$ cat config.mk
export PLATFORM = sky130hd
export DESIGN_NAME = nhc_top
export DESIGN_NICKNAME = d
export VERILOG_FILES = /design/src/design/nhc_pkg.sv /design/src/design/nhc_sync.sv /design/src/design/nhc_top.sv
export SDC_FILE = /design/constraint.sdc
export NUM_CORES = 1
export LEC_CHECK = 0
export ABC_AREA = 1
export BUFFER_PORTS_ARGS = -buffer_cell sky130_fd_sc_hd__buf_2
export CORE_UTILIZATION = 45
export CTS_BUF_LIST = sky130_fd_sc_hd__clkbuf_4 sky130_fd_sc_hd__clkbuf_8 sky130_fd_sc_hd__clkbuf_16
export DETAILED_ROUTE_END_ITERATION = 6
export HOLD_SLACK_MARGIN = 0.1
export SLEW_MARGIN = 20
export SYNTH_ARGS = -nofsm -noshare
export SYNTH_HDL_FRONTEND = slang
export SYNTH_SLANG_ARGS = --single-unit
$ cat constraint.sdc
create_clock -name clk_i -period 6.5 [get_ports clk_i]
set_input_delay 0.325 -clock clk_i [delete_from_list [all_inputs] [get_ports clk_i]]
set_output_delay 0.325 -clock clk_i [all_outputs]
set_load 0.005 [all_outputs]
$ cat src/design/nhc_pkg.sv
// constants, types and step encoding for the nand host command controller
// assumes a 50 MHz clock and one nand device on an 8-bit shared i/o bus
`default_nettype none
package nhc_pkg;
	// timing, each figure in ns then the cycle count; the sync latency in cycles only
	localparam int CLK_PERIOD_NS = 20;
	localparam int STROBE_NS = 25;
	localparam int STROBE_CYC = (STROBE_NS + CLK_PERIOD_NS - 1) / CLK_PERIOD_NS;
	localparam int WHR_NS = 60;
	localparam int WHR_CYC = (WHR_NS + CLK_PERIOD_NS - 1) / CLK_PERIOD_NS;
	localparam int WB_NS = 100;
	localparam int WB_CYC = (WB_NS + CLK_PERIOD_NS - 1) / CLK_PERIOD_NS;
	localparam int SYNC_LAT = 3;
	// register byte offsets
	localparam logic [7:0] ADR_CTRL = 8'h00;
	localparam logic [7:0] ADR_CMD = 8'h04;
	localparam logic [7:0] ADR_STAT = 8'h08;
	localparam logic [7:0] ADR_DATA0 = 8'h0c;
	localparam logic [7:0] ADR_DATA1 = 8'h10;
	localparam logic [7:0] ADR_SRC_ROW = 8'h14;
	localparam logic [7:0] ADR_DST_ROW = 8'h18;
	// field positions and reset values
	localparam int CTRL_WPN_BIT = 0;
	localparam logic CTRL_WPN_RST = 1'b0;
	localparam int STAT_BUSY_BIT = 0;
	localparam int STAT_REFUSED_BIT = 1;
	localparam int STAT_RDY_BIT = 2;
	localparam int STAT_INIT_BIT = 3;
	localparam int STAT_PFV_BIT = 4;
	localparam int STAT_SMODE_BIT = 5;
	localparam int SB_RDY_A = 5;
	localparam int SB_RDY_B = 6;
	localparam int ROW_DISTRICT_BIT = 6;
	localparam int ROW_W = 24;
	localparam logic [ROW_W-1:0] ROW_RST = 24'h000000;
	localparam int RBUF_N = 5;
	localparam int STEPS = 9;
	// nand command codes and address bytes
	localparam logic [7:0] NC_RESET = 8'hff;
	localparam logic [7:0] NC_STATUS = 8'h70;
	localparam logic [7:0] NC_ID = 8'h90;
	localparam logic [7:0] NC_ID_ADDR = 8'h00;
	localparam logic [7:0] NC_ECC_STATUS = 8'h7a;
	localparam logic [7:0] NC_READ = 8'h00;
	localparam logic [7:0] NC_CB_READ = 8'h35;
	localparam logic [7:0] NC_CB_IN = 8'h85;
	localparam logic [7:0] NC_PROG_GO = 8'h10;
	localparam logic [7:0] COL_ZERO = 8'h00;

	typedef enum logic [2:0] {
		OP_NONE = 3'h0, OP_RESET = 3'h1, OP_STATUS = 3'h2, OP_ID = 3'h3,
		OP_ECC = 3'h4, OP_RESUME = 3'h5, OP_CB_READ = 3'h6, OP_CB_PROG = 3'h7
	} nhc_op_t;

	typedef enum logic [2:0] {
		K_CMD = 3'h0, K_ADDR = 3'h1, K_DLY = 3'h2, K_READ = 3'h3, K_WRB = 3'h4, K_END = 3'h5
	} nhc_kind_t;

	typedef struct packed {
		nhc_kind_t kind;
		logic [7:0] val;
	} nhc_step_t;

	typedef struct packed {
		logic ce_n;
		logic cle;
		logic ale;
		logic we_n;
		logic read_strobe_n;
		logic wp_n;
		logic io_oe;
		logic [7:0] io_o;
	} nhc_pins_t;
endpackage
`default_nettype wire

$ cat src/design/nhc_sync.sv
// three-stage input synchroniser with agreement filter
// assumes inputs are asynchronous pins; output changes when stages two and three agree
`default_nettype none
module nhc_sync #(
	parameter int W = 1
) (
	input wire logic clk_i,
	input wire logic rst_i,
	input wire logic [W-1:0] d_i,
	output logic [W-1:0] q_o
);
	logic [W-1:0] s1_q;
	logic [W-1:0] s2_q;
	logic [W-1:0] s3_q;

	generate
		if (W < 1) begin : g_chk
			$error("nhc_sync width must be at least one");
		end
	endgenerate

	// s1 feeds only s2, to keep metastability off any logic
	always_ff @(posedge clk_i) begin
		if (rst_i) begin
			s1_q <= '0;
			s2_q <= '0;
			s3_q <= '0;
			q_o <= '0;
		end else begin
			s1_q <= d_i;
			s2_q <= s1_q;
			s3_q <= s2_q;
			if (s2_q == s3_q) begin
				q_o <= s3_q;
			end
		end
	end
endmodule
`default_nettype wire

$ cat src/design/nhc_top.sv
// nand host command controller: reset, status, id, ecc status, read resume, copy-back
// assumes a classic wishbone master on the register side and one nand device on the pins
//
// Chosen here: the Wishbone interface to the registers and the placing of the registers.
`default_nettype none
module nhc_top #(
	parameter int STROBE = nhc_pkg::STROBE_CYC,
	parameter int WHR = nhc_pkg::WHR_CYC,
	parameter int TWB = nhc_pkg::WB_CYC
) (
	input wire logic clk_i,
	input wire logic rst_i,
	input wire logic wb_cyc_i,
	input wire logic wb_stb_i,
	input wire logic wb_we_i,
	input wire logic [7:0] wb_adr_i,
	input wire logic [3:0] wb_sel_i,
	input wire logic [31:0] wb_dat_i,
	output logic [31:0] wb_dat_o,
	output logic wb_ack_o,
	output nhc_pkg::nhc_pins_t pins_o,
	input wire logic [7:0] io_i,
	input wire logic ready_busy_n_i
);
	import nhc_pkg::*;
	typedef enum logic [4:0] {
		ST_IDLE = 5'b00001, ST_NEXT = 5'b00010, ST_LOW = 5'b00100, ST_HIGH = 5'b01000, ST_WAIT = 5'b10000
	} nhc_state_t;
	if (STROBE < 1 || STROBE + SYNC_LAT > 255 || WHR < 1 || WHR > 255 || TWB < 1 || TWB > 255) begin : g_chk
		$error("nhc_top timing counts out of range");
	end
	nhc_state_t state_q;
	nhc_step_t step_q [STEPS];
	logic [3:0] idx_q;
	logic [7:0] cnt_q, io_q, io_s;
	logic [2:0] rd_idx_q;
	logic [7:0] rbuf_q [RBUF_N];
	logic cle_q, ale_q, we_n_q, re_n_q, oe_q, ce_n_q, wpn_q;
	logic [ROW_W-1:0] src_row_q, dst_row_q, cb_row_q;
	logic cb_valid_q, smode_q, init_q, refused_q, ack_q;
	nhc_op_t last_op_q, req_op;
	logic [31:0] dat_q;
	nhc_step_t cur;
	logic rb_s, bus_wr, start_req, bad, start_ok, busy, pf_valid;
	nhc_sync #(.W(9)) u_sync (
		.clk_i(clk_i),
		.rst_i(rst_i),
		.d_i({ready_busy_n_i, io_i}),
		.q_o({rb_s, io_s})
	);
	// wishbone writes land on the edge where the master sees ack
	assign bus_wr = wb_cyc_i & wb_stb_i & wb_we_i & ack_q;
	assign req_op = nhc_op_t'(wb_dat_i[2:0]);
	assign start_req = bus_wr && wb_adr_i == ADR_CMD && wb_sel_i[0] && req_op != OP_NONE;
	assign busy = state_q != ST_IDLE;
	assign cur = step_q[idx_q];
	// refusal: busy, init window, copy-back program without a valid source or across districts, resume outside status mode
	assign bad = busy
		| (!init_q & req_op != OP_RESET & req_op != OP_STATUS)
		| (req_op == OP_CB_PROG & (!cb_valid_q
			| dst_row_q[ROW_DISTRICT_BIT] != cb_row_q[ROW_DISTRICT_BIT]))
		| (req_op == OP_RESUME & !smode_q);
	assign start_ok = start_req & !bad;
	// pass/fail only trusted when the captured status byte says ready
	assign pf_valid = last_op_q == OP_STATUS & rbuf_q[0][SB_RDY_A] & rbuf_q[0][SB_RDY_B];
	// step list per operation; a fixed script keeps the pin sequencer generic
	function automatic nhc_step_t step_of(input nhc_op_t op, input logic [3:0] i, input logic [ROW_W-1:0] row);
		nhc_step_t s;
		s = '{kind: K_END, val: 8'h00};
		case (op)
			OP_RESET: begin
				if (i == 4'h0) s = '{kind: K_CMD, val: NC_RESET};
				else if (i == 4'h1) s = '{kind: K_WRB, val: 8'h00};
			end
			OP_STATUS: begin
				if (i == 4'h0) s = '{kind: K_CMD, val: NC_STATUS};
				else if (i == 4'h1) s = '{kind: K_DLY, val: 8'h00};
				else if (i == 4'h2) s = '{kind: K_READ, val: 8'h00};
			end
			OP_ID: begin
				if (i == 4'h0) s = '{kind: K_CMD, val: NC_ID};
				else if (i == 4'h1) s = '{kind: K_ADDR, val: NC_ID_ADDR};
				else if (i == 4'h2) s = '{kind: K_DLY, val: 8'h00};
				else if (i < 4'h8) s = '{kind: K_READ, val: 8'h00};
			end
			OP_ECC: begin
				if (i == 4'h0) s = '{kind: K_CMD, val: NC_ECC_STATUS};
				else if (i == 4'h1) s = '{kind: K_DLY, val: 8'h00};
				else if (i < 4'h6) s = '{kind: K_READ, val: 8'h00};
			end
			OP_RESUME: if (i == 4'h0) s = '{kind: K_CMD, val: NC_READ};
			OP_CB_READ, OP_CB_PROG: begin
				if (i == 4'h0) s = '{kind: K_CMD, val: (op == OP_CB_READ) ? NC_READ : NC_CB_IN};
				else if (i < 4'h3) s = '{kind: K_ADDR, val: COL_ZERO};
				else if (i == 4'h3) s = '{kind: K_ADDR, val: row[7:0]};
				else if (i == 4'h4) s = '{kind: K_ADDR, val: row[15:8]};
				else if (i == 4'h5) s = '{kind: K_ADDR, val: row[23:16]};
				else if (i == 4'h6) s = '{kind: K_CMD, val: (op == OP_CB_READ) ? NC_CB_READ : NC_PROG_GO};
				else if (i == 4'h7) s = '{kind: K_WRB, val: 8'h00};
			end
			default: s = '{kind: K_END, val: 8'h00};
		endcase
		return s;
	endfunction
	// script storage, one entry per step; it reloads only on an accepted start
	for (genvar gi = 0; gi < STEPS; gi++) begin : g_step
		always_ff @(posedge clk_i) begin
			if (rst_i) step_q[gi] <= '{kind: K_END, val: 8'h00};
			else if (start_ok) step_q[gi] <= step_of(req_op, 4'(gi), (req_op == OP_CB_READ) ? src_row_q : dst_row_q);
		end
	end
	// pin sequencer: strobe low phase, high phase, waits
	always_ff @(posedge clk_i) begin
		if (rst_i) begin
			state_q <= ST_IDLE;
			idx_q <= 4'h0;
			cnt_q <= 8'h00;
			rd_idx_q <= 3'h0;
			cle_q <= 1'b0;
			ale_q <= 1'b0;
			we_n_q <= 1'b1;
			re_n_q <= 1'b1;
			oe_q <= 1'b0;
			io_q <= 8'h00;
			ce_n_q <= 1'b1;
			rbuf_q <= '{default: 8'h00};
		end else begin
			case (state_q)
				ST_IDLE: begin
					if (start_ok) begin
						idx_q <= 4'h0;
						rd_idx_q <= 3'h0;
						ce_n_q <= 1'b0;
						state_q <= ST_NEXT;
					end
				end
				ST_NEXT: begin
					case (cur.kind)
						K_CMD, K_ADDR: begin
							cle_q <= cur.kind == K_CMD;
							ale_q <= cur.kind == K_ADDR;
							oe_q <= 1'b1;
							io_q <= cur.val;
							we_n_q <= 1'b0;
							cnt_q <= 8'(STROBE - 1);
							state_q <= ST_LOW;
						end
						K_READ: begin
							re_n_q <= 1'b0;
							cnt_q <= 8'(STROBE + SYNC_LAT - 1); // pin data needs the sync latency
							state_q <= ST_LOW;
						end
						K_DLY: begin
							cnt_q <= 8'(WHR - 1);
							state_q <= ST_WAIT;
						end
						K_WRB: begin
							cnt_q <= 8'(TWB - 1); // busy may not show before twb
							state_q <= ST_WAIT;
						end
						default: begin
							ce_n_q <= 1'b1;
							state_q <= ST_IDLE;
						end
					endcase
				end
				ST_LOW: begin
					if (cnt_q == 8'h00) begin
						we_n_q <= 1'b1;
						if (!re_n_q) begin
							rbuf_q[rd_idx_q] <= io_s; // bytes stored in arrival order
							rd_idx_q <= rd_idx_q + 3'h1;
						end
						re_n_q <= 1'b1;
						cnt_q <= 8'(STROBE - 1);
						state_q <= ST_HIGH;
					end else begin
						cnt_q <= cnt_q - 8'h01;
					end
				end
				ST_HIGH: begin
					if (cnt_q == 8'h00) begin
						cle_q <= 1'b0;
						ale_q <= 1'b0;
						oe_q <= 1'b0;
						idx_q <= idx_q + 4'h1;
						state_q <= ST_NEXT;
					end else begin
						cnt_q <= cnt_q - 8'h01;
					end
				end
				ST_WAIT: begin
					if (cnt_q != 8'h00) begin
						cnt_q <= cnt_q - 8'h01;
					end else if (cur.kind != K_WRB || rb_s) begin
						idx_q <= idx_q + 4'h1;
						state_q <= ST_NEXT;
					end
				end
				default: state_q <= ST_IDLE;
			endcase
		end
	end
	// operation bookkeeping: status mode, copy-back source, init tracking
	always_ff @(posedge clk_i) begin
		if (rst_i) begin
			smode_q <= 1'b0;
			cb_valid_q <= 1'b0;
			cb_row_q <= ROW_RST;
			last_op_q <= OP_NONE;
			init_q <= 1'b0;
		end else begin
			if (rb_s && !busy) init_q <= 1'b1; // device left its power-on busy
			if (start_ok) begin
				last_op_q <= req_op;
				smode_q <= req_op == OP_STATUS;
				if (req_op == OP_CB_READ) begin
					cb_valid_q <= 1'b1;
					cb_row_q <= src_row_q;
				end else if (req_op == OP_RESET || req_op == OP_CB_PROG) begin
					cb_valid_q <= 1'b0;
				end
			end
		end
	end
	// refused flag: write one clears, a new refusal in the same cycle wins
	always_ff @(posedge clk_i) begin
		if (rst_i) refused_q <= 1'b0;
		else if (start_req && bad) refused_q <= 1'b1;
		else if (bus_wr && wb_adr_i == ADR_STAT && wb_sel_i[0] && wb_dat_i[STAT_REFUSED_BIT]) refused_q <= 1'b0;
	end
	// software registers with byte lanes
	always_ff @(posedge clk_i) begin
		if (rst_i) begin
			wpn_q <= CTRL_WPN_RST;
			src_row_q <= ROW_RST;
			dst_row_q <= ROW_RST;
		end else if (bus_wr) begin
			if (wb_adr_i == ADR_CTRL && wb_sel_i[0]) wpn_q <= wb_dat_i[CTRL_WPN_BIT];
			for (int b = 0; b < 3; b++) begin
				if (wb_sel_i[b] && wb_adr_i == ADR_SRC_ROW) src_row_q[b*8 +: 8] <= wb_dat_i[b*8 +: 8];
				if (wb_sel_i[b] && wb_adr_i == ADR_DST_ROW) dst_row_q[b*8 +: 8] <= wb_dat_i[b*8 +: 8];
			end
		end
	end
	// ack one cycle after the request, dropped the cycle after; unmapped reads zero
	always_ff @(posedge clk_i) begin
		if (rst_i) begin
			ack_q <= 1'b0;
			dat_q <= 32'h00000000;
		end else begin
			ack_q <= wb_cyc_i & wb_stb_i & !ack_q;
			case (wb_adr_i)
				ADR_CTRL: dat_q <= {31'h00000000, wpn_q};
				ADR_STAT: dat_q <= {16'h0000, rbuf_q[0], 2'b00, smode_q, pf_valid, init_q, rb_s, refused_q, busy};
				ADR_DATA0: dat_q <= {rbuf_q[3], rbuf_q[2], rbuf_q[1], rbuf_q[0]};
				ADR_DATA1: dat_q <= {24'h000000, rbuf_q[4]};
				ADR_SRC_ROW: dat_q <= {8'h00, src_row_q};
				ADR_DST_ROW: dat_q <= {8'h00, dst_row_q};
				default: dat_q <= 32'h00000000;
			endcase
		end
	end
	assign wb_ack_o = ack_q;
	assign wb_dat_o = dat_q;
	assign pins_o = '{ce_n: ce_n_q, cle: cle_q, ale: ale_q, we_n: we_n_q, read_strobe_n: re_n_q,
		wp_n: wpn_q, io_oe: oe_q, io_o: io_q};
	AST_COPYBACK_DISTRICT: assert property (@(posedge clk_i) disable iff (rst_i)
		(start_req && req_op == OP_CB_PROG && !busy && dst_row_q[ROW_DISTRICT_BIT] != cb_row_q[ROW_DISTRICT_BIT])
		|=> (state_q == ST_IDLE && refused_q)) else $error("copy-back across districts was started");
	AST_INIT_ONLY_RESET_STATUS: assert property (@(posedge clk_i) disable iff (rst_i)
		(start_req && !init_q && req_op == OP_ID) |=> (state_q == ST_IDLE && ce_n_q))
		else $error("id read started during initialization");
	AST_RESUME_NEEDS_STATUS: assert property (@(posedge clk_i) disable iff (rst_i)
		(start_req && !busy && req_op == OP_RESUME && !smode_q) |=> refused_q)
		else $error("resume accepted outside status mode");
	AST_STROBE_LOW_WIDTH: assert property (@(posedge clk_i) disable iff (rst_i)
		$fell(re_n_q) |=> !re_n_q [*4])
		else $error("read strobe low phase too short");
	AST_READ_BUS_RELEASED: assert property (@(posedge clk_i) disable iff (rst_i)
		!re_n_q |-> (!oe_q && !ce_n_q && we_n_q)) else $error("bus driven during read strobe");
	AST_WE_QUALIFIED: assert property (@(posedge clk_i) disable iff (rst_i)
		!we_n_q |-> (oe_q && (cle_q ^ ale_q) && !ce_n_q))
		else $error("write strobe without latch or data");
	AST_ID_FIVE_READS: assert property (@(posedge clk_i) disable iff (rst_i)
		($rose(ce_n_q) && last_op_q == OP_ID) |-> rd_idx_q == 3'h5) // ce_n rises as the sequencer goes idle
		else $error("id read did not take five bytes");
	AST_ECC_FOUR_READS: assert property (@(posedge clk_i) disable iff (rst_i)
		($rose(ce_n_q) && last_op_q == OP_ECC) |-> $past(rd_idx_q) == 3'h4)
		else $error("ecc status read did not take four bytes");
	AST_SMODE_HOLDS: assert property (@(posedge clk_i) disable iff (rst_i)
		(smode_q && !start_ok) |=> smode_q) else $error("status mode lost without a command");
	AST_ACK_ONE_CYCLE: assert property (@(posedge clk_i) disable iff (rst_i)
		wb_ack_o |=> !wb_ack_o) else $error("ack held longer than one cycle");
endmodule
`default_nettype wire

After elaboration in Yosys (flattened, before gate mapping)
Memory sizes are Yosys's and may differ from the RTL's. A register that Yosys moved wholly into a read port is not among the register bits.
Cells that the tools add are included.
- bits in registers: 206
- RAM bits: 99
- input port bits: 58
- output and inout port bits: 48
- memories: 1
- add/subtract/negate cells: 3
- order comparisons: 2
- eq/ne operators: 41
- mux-type cells: 89
- bitwise operators: 26
- reductions and logical operators: 65
- memories (name ; words ; width ; read ports ; clocked after Yosys merged registers in ; write ports ; line ; source):
    step_q ; 9 ; 11 ; 1 ; 1 ; 9 ; nhc_top.sv:33 ; nhc_step_t step_q [STEPS];
- operator list (operator ; number):
    $mux W11 ; 27
    $pmux W32 S6 ; 1
    $pmux W11 S2 ; 5
    $pmux W11 S3 ; 2
    $pmux W11 S6 ; 1
    $bwmux W40 ; 1
    $mux W8 ; 5
    $pmux W8 S4 ; 1
    $mux W5 ; 5
    $pmux W5 S5 ; 1
    $demux W8 S3 ; 1
    $eq A8 B5 Y1 const B ; 3
    $mux W24 ; 1
    $mux W4 ; 6
    $pmux W8 S3 ; 1
    $ne A2 B2 Y1 const B ; 11
    $reduce_and A2 Y1 ; 10
    $mux W1 ; 18
    $eq A8 B4 Y1 const B ; 2
    $logic_and A1 B1 Y1 ; 16
    $logic_not A8 Y1 ; 2
    $eq A3 B2 Y1 const B ; 5
    $eq A3 B3 Y1 const B ; 5
    $reduce_and A3 Y1 ; 5
    other kinds (41) ; 91

Logic depth before layout (Yosys ltp)
Gate-level depths: netlist of run 1.
- word-level depth: 12
- gate-level depth with buffers: 15
- depth with buffers taken out: 14

Modules after synthesis
A second synthesis of run 1 with hierarchy kept.
- cells, all modules: 1328
- area total of the unflattened synthesis: 10481.3 µm²
- modules (own cells, without submodules) (module ; times used ; cells each ; area each (µm²)):
    nhc_top ; 1 ; 1156 ; 9170.0
    nhc_sync ; 1 ; 172 ; 1311.3

Worst setup path after synthesis of run 1
No wires, ideal clock.
- path type: input-to-reg
- start point: input port wb_adr_i[6]
- end point: memory step_q[0][2] (netlist name) (enable)
- arrival: 2.057 ns
- setup slack: 4.035 ns
- cell stages on the path: 7
- path buffers: 0
- cell sequence: inv_1 > nand2_1 > nor2_4 > nand3_1 > nor2_1 > nand3_2 > nand2_1
- RTL lines (item ; line ; source):
    start, declared ; nhc_top.sv:16 ; input wire logic [7:0] wb_adr_i,
    end, declared ; nhc_top.sv:33 ;

==> results of run 1 <==
==> routing by layer <==
layer / vias to the layer above / routed length [µm] / track usage
met4: 0 / 594 / 0.0643
met5: - / 0 / 0
met3: 42 / 1340 / 0.0352
met1: 4100 / 12600 / 0.310
met2: 215 / 12800 / 0.390
li1: 4434 / - / -
==> per-stage QoR <==
stage / std cells / hold WS (ns)
2_1_floorplan: 1277 / 0.388
3_3_place_gp: 1609 / 0.395
3_5_place_dp: 1609 / 0.398
4_1_cts: 1691 / 0.129
5_1_grt: 1691 / 0.145
6_report: 1691 / 0.126
==> critical path: stages <==
cell,delay [ns]
dlygate4sd3_1,0.52
buf_2,0.09
nand2_1,0.05
nor2_1,0.28
inv_1,0.19
nor2_1,0.28
nand4_1,0.16
nor2_2,0.24
nand2_4,0.13
nor3_1,0.47
nor2_1,0.11
==> power by group through the flow <==
stage / combinational [mW] / clock (mW) / sequential, mW
final: 0.241 / 1.63 / 1.62
after global routing: 0.270 / 1.73 / 1.63
after CTS: 0.240 / 1.66 / 1.63
after detailed placement: 0.224 / 0 / 1.66
after global placement: 0.222 / 0 / 1.66
after floorplan: 0.165 / 0 / 1.64
==> final cells by class <==
cell class,instances,share of cell area
inverters,185,0.0569
multi-input cells,788,0.324
repair buffers,135,0.0697
well taps,285,0.0291
clock inverters,13,0.0145
clock buffers,37,0.0644
flip-flops and latches,248,0.442
==> worst paths after layout <==
kind	start	end	slack, ns	cells past startpoint
worst min register to register	u_sync.s1_q[0]$_SDFF_PP0_	u_sync.s2_q[0]$_SDFF_PP0_	0.40	2
worst min-delay path	wb_dat_i[2]	src_row_q[2]$_SDFFE_PP0P_	0.13	3
worst max-delay path	wb_stb_i	step_q[2][10]$_SDFFCE_PN1P_	3.92	11
worst max register to register	wb_ack_o$_SDFF_PP0_	step_q[2][10]$_SDFFCE_PN1P_	3.99	9
==> cell families after synthesis <==
group,count (synthesis),synth area share
AND/OR/NAND/NOR,455,0.193
AO/OA/AOI/OAI,318,0.175
flip-flops,248,0.523
buffers and inverters,241,0.0949
XOR/XNOR,11,0.00932
adder cells (fa/ha/maj),4,0.00484
==> cells in the final DEF (no fill, tap or decap), types with 6 or more instances in the layout <==
master	netlist	routed
a22oi_1	26	26
a221oi_1	20	20
dlygate4sd3_1	0	32
xor2_1	8	8
nor2_1	223	223
edfxtp_1	44	44
dfxtp_1	204	204
inv_2	9	10
buf_4	8	7
nand4_1	14	14
o21ai_0	126	126
clkbuf_8	0	6
o21ai_1	6	6
clkbuf_16	0	27
clkinv_2	0	6
nor3_1	23	23
nor2_2	6	6
buf_2	5	96
a21oi_1	100	100
inv_1	172	171
nand2_1	126	125
nand3_1	31	31
o22ai_1	23	23
==> flip-flops by register name, summed over array words and instances (netlist names), 3 cells and up, named ones only <==
| name | count |
|---|---|
| step_q | 44 |
| cnt_q | 8 |
| wb_dat_o | 32 |
| io_q | 8 |
| src_row_q | 24 |
| dst_row_q | 24 |
| u_sync.s2_q | 9 |
| u_sync.q_o | 9 |
| u_sync.s3_q | 9 |
| rd_idx_q | 3 |
| state_q | 5 |
| u_sync.s1_q | 9 |
| last_op_q | 3 |
| idx_q | 4 |
| rbuf_q | 40 |
==> timing repair <==
action	CTS	global route
hold endpoints to repair	49	0
hold buffers	32	0
setup buffers	0	0
gates resized for setup	0	0
setup endpoints to repair	0	0
==> impl_metrics.tcl, run 1 <==
set metrics [dict create \
    outcome "complete, no violations" \
    peakVddDrop_mv 0.236 \
    grt_pass1_vias 8196 \
    gp_congestion 0.847 \
    io_pins 106 \
    path_clk_slew_ns 0.06 \
    tritoncts "done" \
    clockBufferDepth 3 \
    drc_errors 0 \
    finalClockSkew_ns 0.0132 \
    final_cell_area_um2 12200 \
    wl_um 27400 \
    multi_input_area_um2 3960 \
    drive_gt1_frac 0.142 \
    fin_ws_ns 3.92 \
    synth_seq_area_share 0.523 \
    n_antenna_cell 0 \
    synth_edf_count 44 \
    synth_cell_types 47 \
    clock_latency_ns 0.55 \
    crit_arrival_ns 2.85 \
    p_clk_frac 0.467 \
    gr-total-overflow 0 \
    fp.dieH_um 154 \
    clock-sinks 248 \
    grt_usage 0.232 \
    maxSlewViolCount 0 \
    p_int_mw 2.68 \
    cap_violations 0 \
    synth_common_cells "nor2_1 (223), dfxtp_1 (204), inv_1 (172), nand2_1 (126), o21ai_0 (126)" \
    hold_violations 0 \
    synthTopCellsByArea "dfxtp_1 (39%), edfxtp_1 (13%), nor2_1 (8.1%)" \
    synth_cells 1277 \
    placed_cell_area_um2 10900 \
    fill_cells 2163 \
    yosys.area.top_type "dfxtp_1" \
    cp.required_ns 6.77 \
    yosysMostFrequentCell "nor2_1" \
    cts_buffers 27 \
    vias 8791 \
    finalSetupTns_ns 0 \
    grt_pass1_wl_um 43500 \
    period_minus_slack_ns 2.58 \
    rows 55 \
    postRouteAntennaNets 0 \
    fin_crit_sh 0.397 \
    via_per_inst 5.20 \
    grt_max_degree 114 \
    crit_path_start_kind "input pin" \
    fmax_mhz 388 \
    setup_viol 0 \
    pre_cts_slack_ns 3.67 \
    seqPwrFrac 0.464 \
    initial_utilization 0.458 \
    end_kind "flip-flop" \
    syn_nets 1339 \
    rsz0062_at_grt "false" \
    worst_pin_slew_ns 1.02 \
    finalPower_mw 3.50 \
    combPwrFrac 0.069 \
    htreeDepth 1 \
    drt_iter0_drc 708 \
    die_area_um2 23600 \
    wl_per_cell_um 16.2 \
    yosysWarnings 0 \
    ys_seq_elements 248 \
    first_pass_iters 5 \
    hold_class "in -> reg" \
    syn2layout_area_growth_pct 18.4 \
    max_slew_margin 0.319 \
    power.switching_mw 0.819 \
    synth-async-reset-ratio 0 \
    fin_util 0.542 \
    dp_hpwl_um 18500 \
    die_w_um 154 \
    ys.flop_type "dfxtp_1" \
    switching_share 0.234 \
    leakage_nw 4.95 \
    syn_avg_cell_area_um2 8.10 \
    path_max_fanout 9 \
    cts_root_buf "clkbuf_16" \
    design.core.area_um2 22600 \
    final_nets 1447 \
    antenna_found_initial 0 \
    syn_area_um2 10300 \
    worstSetupPathType "in -> reg" \
    synth_top_area_frac 0.395 \
    numPortBuffers 96 \
    register_area_um2 5410 \
    powerDensity_nw_per_um2 286 \
]
Note: power is estimated with default switching activity, not from simulation.
==> run 2, diff against run 1 <==
--- a/config.mk
+++ b/config.mk
@@ -5,7 +5,7 @@
 export SDC_FILE = /design/constraint.sdc
 export NUM_CORES = 1
 export LEC_CHECK = 0
-export ABC_AREA = 1
+export ABC_AREA = 0
 export BUFFER_PORTS_ARGS = -buffer_cell sky130_fd_sc_hd__buf_2
 export CORE_UTILIZATION = 45
 export CTS_BUF_LIST = sky130_fd_sc_hd__clkbuf_4 sky130_fd_sc_hd__clkbuf_8 sky130_fd_sc_hd__clkbuf_16
==> constraint.sdc (replaced) <==
create_clock -name clk_i -period 2.7 [get_ports clk_i]
set_input_delay 0.135 -clock clk_i [delete_from_list [all_inputs] [get_ports clk_i]]
set_output_delay 0.135 -clock clk_i [all_outputs]
set_load 0.005 [all_outputs]
==> run 2 against run 1 <==
Compared with the run above: synthesized cell count fell by 18%; routed wire length rose by 0.71%; final cell count fell by 11%; non-clock buffer count rose by 35; combinational power rose by 71%; cell area rose by 3.2%; sequential power rose by 140%; power rose by 130%.
==> impl_metrics.tcl, run 2 <==
set metrics [dict create \
    outcome "complete, no violations" \
    combPwrFrac 0.051 \
    synth_top_area_frac 0.389 \
    fmax_mhz 413 \
    fin_util 0.555 \
    gp_congestion 0.866 \
    hold_violations 0 \
    p_int_mw 6.36 \
    drt_iter0_drc 671 \
    crit_arrival_ns 2.89 \
    syn_nets 1111 \
    cts_root_buf "clkbuf_16" \
    path_max_fanout 14 \
    grt_usage 0.231 \
    drc_errors 0 \
    htreeDepth 1 \
    finalClockSkew_ns 0.00981 \
    clock-sinks 248 \
    p_clk_frac 0.477 \
    period_minus_slack_ns 2.42 \
    syn2layout_area_growth_pct 20.4 \
    postRouteAntennaNets 0 \
    hold_class "in -> reg" \
    switching_share 0.216 \
    powerDensity_nw_per_um2 642 \
    grt_max_degree 90 \
    synth_cells 1049 \
    syn_area_um2 10500 \
    synth_edf_count 44 \
    drive_gt1_frac 0.188 \
    numPortBuffers 96 \
    fp.dieH_um 155 \
    cp.required_ns 3.16 \
    path_clk_slew_ns 0.06 \
    gr-total-overflow 0 \
    synth_cell_types 79 \
    first_pass_iters 7 \
    final_common_cell "dfxtp_1" \
    cts_buffers 27 \
    finalSetupTns_ns 0 \
    syn_avg_cell_area_um2 10.0 \
    final_cell_area_um2 12600 \
    synth_common_cells "dfxtp_1 (204), nor2_1 (159), mux2i_1 (102), a21oi_1 (65), nand2_1 (53)" \
    dp_hpwl_um 18600 \
    peakVddDrop_mv 0.565 \
    ys_seq_elements 248 \
    cap_violations 0 \
    yosysMostFrequentCell "dfxtp_1" \
    die_w_um 155 \
    synthTopCellsByArea "dfxtp_1 (39%), edfxtp_1 (13%), mux2i_1 (9.7%)" \
    synth_seq_area_share 0.515 \
    fin_hold_ws_ns 0.137 \
    tritoncts "done" \
    initial_utilization 0.461 \
    rsz0062_at_grt "false" \
    die_area_um2 23900 \
    grt_pass1_vias 7852 \
    via_per_inst 5.46 \
    placed_cell_area_um2 11300 \
    yosys.area.top_type "dfxtp_1" \
    synth-async-reset-ratio 0 \
    antenna_found_initial 0 \
    final_cell_mix "dfxtp_1 (204), nor2_1 (159), mux2i_1 (102), buf_2 (95), a21oi_1 (65)" \
    grt_pass1_wl_um 43500 \
    ys.flop_type "dfxtp_1" \
    largest_reg_flops 44 \
    postCtsSetupRepairBufs 0 \
    clock_latency_ns 0.53 \
    yosysWarnings 0 \
    design.core.area_um2 22800 \
    worst_pin_slew_ns 0.897 \
    clockBufferDepth 3 \
    largest_register "step_q" \
    crit_path_start_kind "flip-flop" \
    maxSlewViolCount 0 \
    setup_viol 0 \
    n_antenna_cell 0 \
    rows 55 \
    end_kind "flip-flop" \
    wl_um 27600 \
    fin_crit_sh 0.897 \
    final_nets 1236 \
    instances_no_fill 1507 \
    wl_per_cell_um 18.3 \
    max_slew_margin 0.402 \
    io_pins 106 \
    leakage_nw 4.65 \
    power.switching_mw 1.75 \
    post-place-cells 1421 \
    seqPwrFrac 0.472 \
    worstSetupPathType "reg -> reg" \
    vias 8230 \
]
-- run 2: power groups by stage --
stage / Sequential (mW) / Clock [mW] / Combinational [mW]
floorplan: 3.90 / 0 / 0.244
global placement: 3.91 / 0 / 0.361
detailed placement: 3.91 / 0 / 0.368
CTS: 3.83 / 3.95 / 0.413
global route: 3.84 / 4.08 / 0.447
finish: 3.83 / 3.87 / 0.412
-- run 2: critical path, cell delays in order, from the launching register on --
cell	delay [ns]
dfxtp_1	0.45
buf_4	0.21
buf_4	0.25
a211oi_1	0.14
a32oi_4	0.23
nor3_2	0.08
and3_1	0.25
or4b_1	0.58
a21oi_1	0.16
-- run 2: area by class of cell --
class	instances	area [µm²]
clock inverters	11	139
fillers	2019	10100
inverters	22	82.6
well taps	313	392
repair buffers	170	1140
flip-flops and latches	248	5410
multi-input cells	705	4660
clock buffers	38	820
-- run 2: per-stage QoR --
step | worst slack [ns] | power (mW)
6_report | 0.277 | 8.11
5_1_grt | 0.104 | 8.36
4_1_cts | 0.284 | 8.19
3_5_place_dp | 0.289 | 4.28
3_3_place_gp | 0.351 | 4.27
2_1_floorplan | 0.287 | 4.15
-- run 2: routing by layer --
layer / global-route usage / vias to the layer above / part of all wire
met1: 0.323 / 3912 / 0.46
met5: 0 / - / 0
met3: 0.0261 / 55 / 0.049
li1: - / 4013 / -
met4: 0.0754 / 0 / 0.032
met2: 0.373 / 250 / 0.46
-- run 2: path summary, 6_finish.rpt --
kind | from | endpoint | slack (ns) | depth (start not counted)
worst max-delay path | flip-flop | idx_q[1]$_SDFFE_PP0P_ | 0.28 | 8
worst min-delay path | wb_adr_i[3] | wpn_q$_SDFFE_PP0P_ | 0.14 | 4
worst max register to register | flip-flop | idx_q[1]$_SDFFE_PP0P_ | 0.28 | 8
worst min register to register | u_sync.s1_q[6]$_SDFF_PP0_ | u_sync.s2_q[6]$_SDFF_PP0_ | 0.44 | 1
-- run 2: kinds of logic after synthesis --
group / count (synthesis) / synth area share
AND/OR/NAND/NOR: 366 / 0.176
flip-flops: 248 / 0.515
AO/OA/AOI/OAI: 207 / 0.137
multiplexers: 111 / 0.112
buffers and inverters: 96 / 0.0420
XOR/XNOR: 17 / 0.0142
adder cells (fa/ha/maj): 4 / 0.00477
-- run 2: repair_timing --
item | 4_1_cts | 5_1_grt
endpoints found under the hold margin | 78 | 0
endpoints found under the setup margin | 0 | 0
hold buffers | 37 | 0
resized for setup | 0 | 0
==> run 3, diff against run 2 <==
--- a/config.mk
+++ b/config.mk
@@ -7,10 +7,12 @@
 export LEC_CHECK = 0
 export ABC_AREA = 0
 export BUFFER_PORTS_ARGS = -buffer_cell sky130_fd_sc_hd__buf_2
-export CORE_UTILIZATION = 45
+export CORE_UTILIZATION = 23
 export CTS_BUF_LIST = sky130_fd_sc_hd__clkbuf_4 sky130_fd_sc_hd__clkbuf_8 sky130_fd_sc_hd__clkbuf_16
 export DETAILED_ROUTE_END_ITERATION = 6
+export GPL_TIMING_DRIVEN = 0
 export HOLD_SLACK_MARGIN = 0.1
+export PLACE_DENSITY = 0.42
 export SLEW_MARGIN = 20
 export SYNTH_ARGS = -nofsm -noshare
 export SYNTH_HDL_FRONTEND = slang
==> run 3 against run 2 <==
Compared with the run above: worst setup slack lost 0.098 ns; power up 7.6%; critical path depth down 2; sequential cell count unchanged; combinational power grew 6.3%; fmax is 3.9% lower; sequential share of layout area down 2.0 points; critical path type unchanged; critical endpoint is now step_q[2][9]$_SDFFCE_PN0P_.
==> impl_metrics.tcl, run 3 (synthesis results as in run 2) <==
set metrics [dict create \
    syn2layout_area_growth_pct 26.4 \
    via_per_inst 4.60 \
    crit_path_start_kind "flip-flop" \
    end_kind "flip-flop" \
    crit_family "simple AND/OR/NAND/NOR gates" \
    instances_no_fill 1833 \
    grt_usage 0.146 \
    hold_path_depth 3 \
    fin_util 0.297 \
    postRouteAntennaNets 0 \
    largest_reg_flops 44 \
    cts_root_buf "clkbuf_16" \
    leakage_nw 4.75 \
    initial_utilization 0.235 \
    min_from "wb_dat_i[1]" \
    register_area_um2 5410 \
    clock-sinks 248 \
    cts_buffers 30 \
    gr-total-overflow 0 \
    drt_iter0_drc 595 \
    die_w_um 216 \
    peakVddDrop_mv 0.381 \
    rsz0062_at_grt "false" \
    grt_pass1_wl_um 51700 \
    period_minus_slack_ns 2.52 \
    multi_input_area_um2 4690 \
    wl_um 34200 \
    cap_violations 0 \
    antenna_found_initial 2 \
    gp_congestion 0.827 \
    numPortBuffers 93 \
    final_common_cell "dfxtp_1" \
    pre_cts_slack_ns -0.171 \
    finalClockSkew_ns 0.0206 \
    die_area_um2 46500 \
    design.core.area_um2 44600 \
    crit_chain "and4_1, buf_2, nand2_2, nor4_4, nand2_2, nand2_4" \
    io_pins 106 \
    rows 77 \
    final_cell_mix "dfxtp_1 (204), nor2_1 (158), buf_2 (103), mux2i_1 (102), a21oi_1 (65)" \
    startpoint "wb_ack_o$_SDFF_PP0_" \
    fin_crit_sh 0.934 \
    wl_per_cell_um 18.7 \
    grt_pass1_vias 8136 \
    regToRegStartpoint "wb_ack_o$_SDFF_PP0_" \
    tritoncts "done" \
    final_nets 1278 \
    htreeDepth 1 \
    first_pass_iters 5 \
    largest_register "step_q" \
    hold_class "in -> reg" \
    finalSetupTns_ns 0 \
    grt_max_degree 26 \
    clockBufferDepth 3 \
    path_clk_slew_ns 0.06 \
    outcome "complete, no violations" \
    max_slew_margin 0.308 \
    r2r_end "step_q[2][9]$_SDFFCE_PN0P_" \
    drc_errors 0 \
    regToRegSetupSlack_ns 0.18 \
    crit_arrival_ns 2.74 \
    vias 8433 \
    clock_latency_ns 0.57 \
    path_max_fanout 24 \
    fill_cells 4716 \
    post-place-cells 1734 \
    dp_hpwl_um 25100 \
    cp.required_ns 2.92 \
    critPathMaxStageDelay_ns 0.50 \
    min_to "step_q[6][2]$_SDFFCE_PN0P_" \
    critPathBufInv 1 \
    hold_violations 0 \
    powerDensity_nw_per_um2 658 \
    fp.dieH_um 216 \
    drive_gt1_frac 0.181 \
    fin_ws_ns 0.179 \
    slowest_stage "nor4_4" \
    worstSetupPathType "reg -> reg" \
    worst_pin_slew_ns 1.03 \
    maxSlewViolCount 0 \
    crit_top_cell "nand2_2" \
    setup_viol 0 \
    fmax_mhz 397 \
    reg2reg_depth 6 \
]
-- run 3: cell count changes in the layout (fill, tap and decap cells not counted), moves of 2 or more --
cell           before  now
clkbuf_16          28   34
buf_2              95  103
clkinv_2            5    8
clkbuf_8            7    4
buf_1               0    3
buf_4              37   12
clkbuf_1            0   48
buf_6               0    4
clkinvlp_4          2    0
dlygate4sd3_1      37   35
-- run 3: metal layers --
metal	wire [µm]	GRT usage	part of all wire	vias to the layer above
met2	15900	0.235	0.46	198
li1	-	-	-	4111
met4	868	0.0423	0.025	0
met3	1350	0.0211	0.039	42
met5	0	0	0	-
met1	16100	0.202	0.47	4082
-- run 3: stage by stage --
stage | power, mW | instance area (µm²) | hold slack (ns)
floorplan | 4.15 | 10500 | 0.253
global placement | 4.31 | 11700 | 0.353
detailed placement | 4.31 | 11700 | 0.350
CTS | 8.85 | 13200 | 0.159
global route | 9.05 | 13300 | 0.236
finish | 8.72 | 13300 | 0.205
-- run 3: worst max-delay path by stage --
stage                     slack, ns                          to  depth (start not counted)
after floorplan                0.29  step_q[0][2]$_SDFFCE_PN0P_                          6
after global placement        -0.48  step_q[4][4]$_SDFFCE_PN0P_                          6
after detailed placement      -0.17  step_q[5][5]$_SDFFCE_PN0P_                          6
after CTS                      0.05     rbuf_q[18]$_SDFFE_PP0P_                          6
after global routing           0.02                   flip-flop                          8
final                          0.18  step_q[2][9]$_SDFFCE_PN0P_                          6
-- run 3: where the power goes --
group	switching [mW]	internal, mW	total (mW)	leakage, nW
clock network	1.66	2.80	4.45	0.563
logic	0.281	0.157	0.438	2.12
registers	0.0292	3.80	3.83	2.07
-- run 3: area by class of cell --
cell class | count | share of cell area
multi-input combinational | 706 | 0.354
tap | 592 | 0.0558
inverter | 22 | 0.00622
sequential | 248 | 0.407
clock inverter | 14 | 0.0134
timing repair buffer | 134 | 0.0658
clock buffer | 42 | 0.0705
antenna | 1 | 0.000189
buffer | 74 | 0.0271
-- run 3: what timing repair did --
action	4_1_cts	5_1_grt
cloned	1	0
hold endpoints to repair	62	0
hold buffers	35	0
pin swaps	1	4
endpoints found under the setup margin	49	83
resized for setup	2	6
setup buffers	0	6
-- run 3: worst reg2reg max path: cells and delay by family (launching register included) --
family        cells  cell delay, ns
simple gates      5            1.61
flops             1            0.34
buf+inv           1            0.21
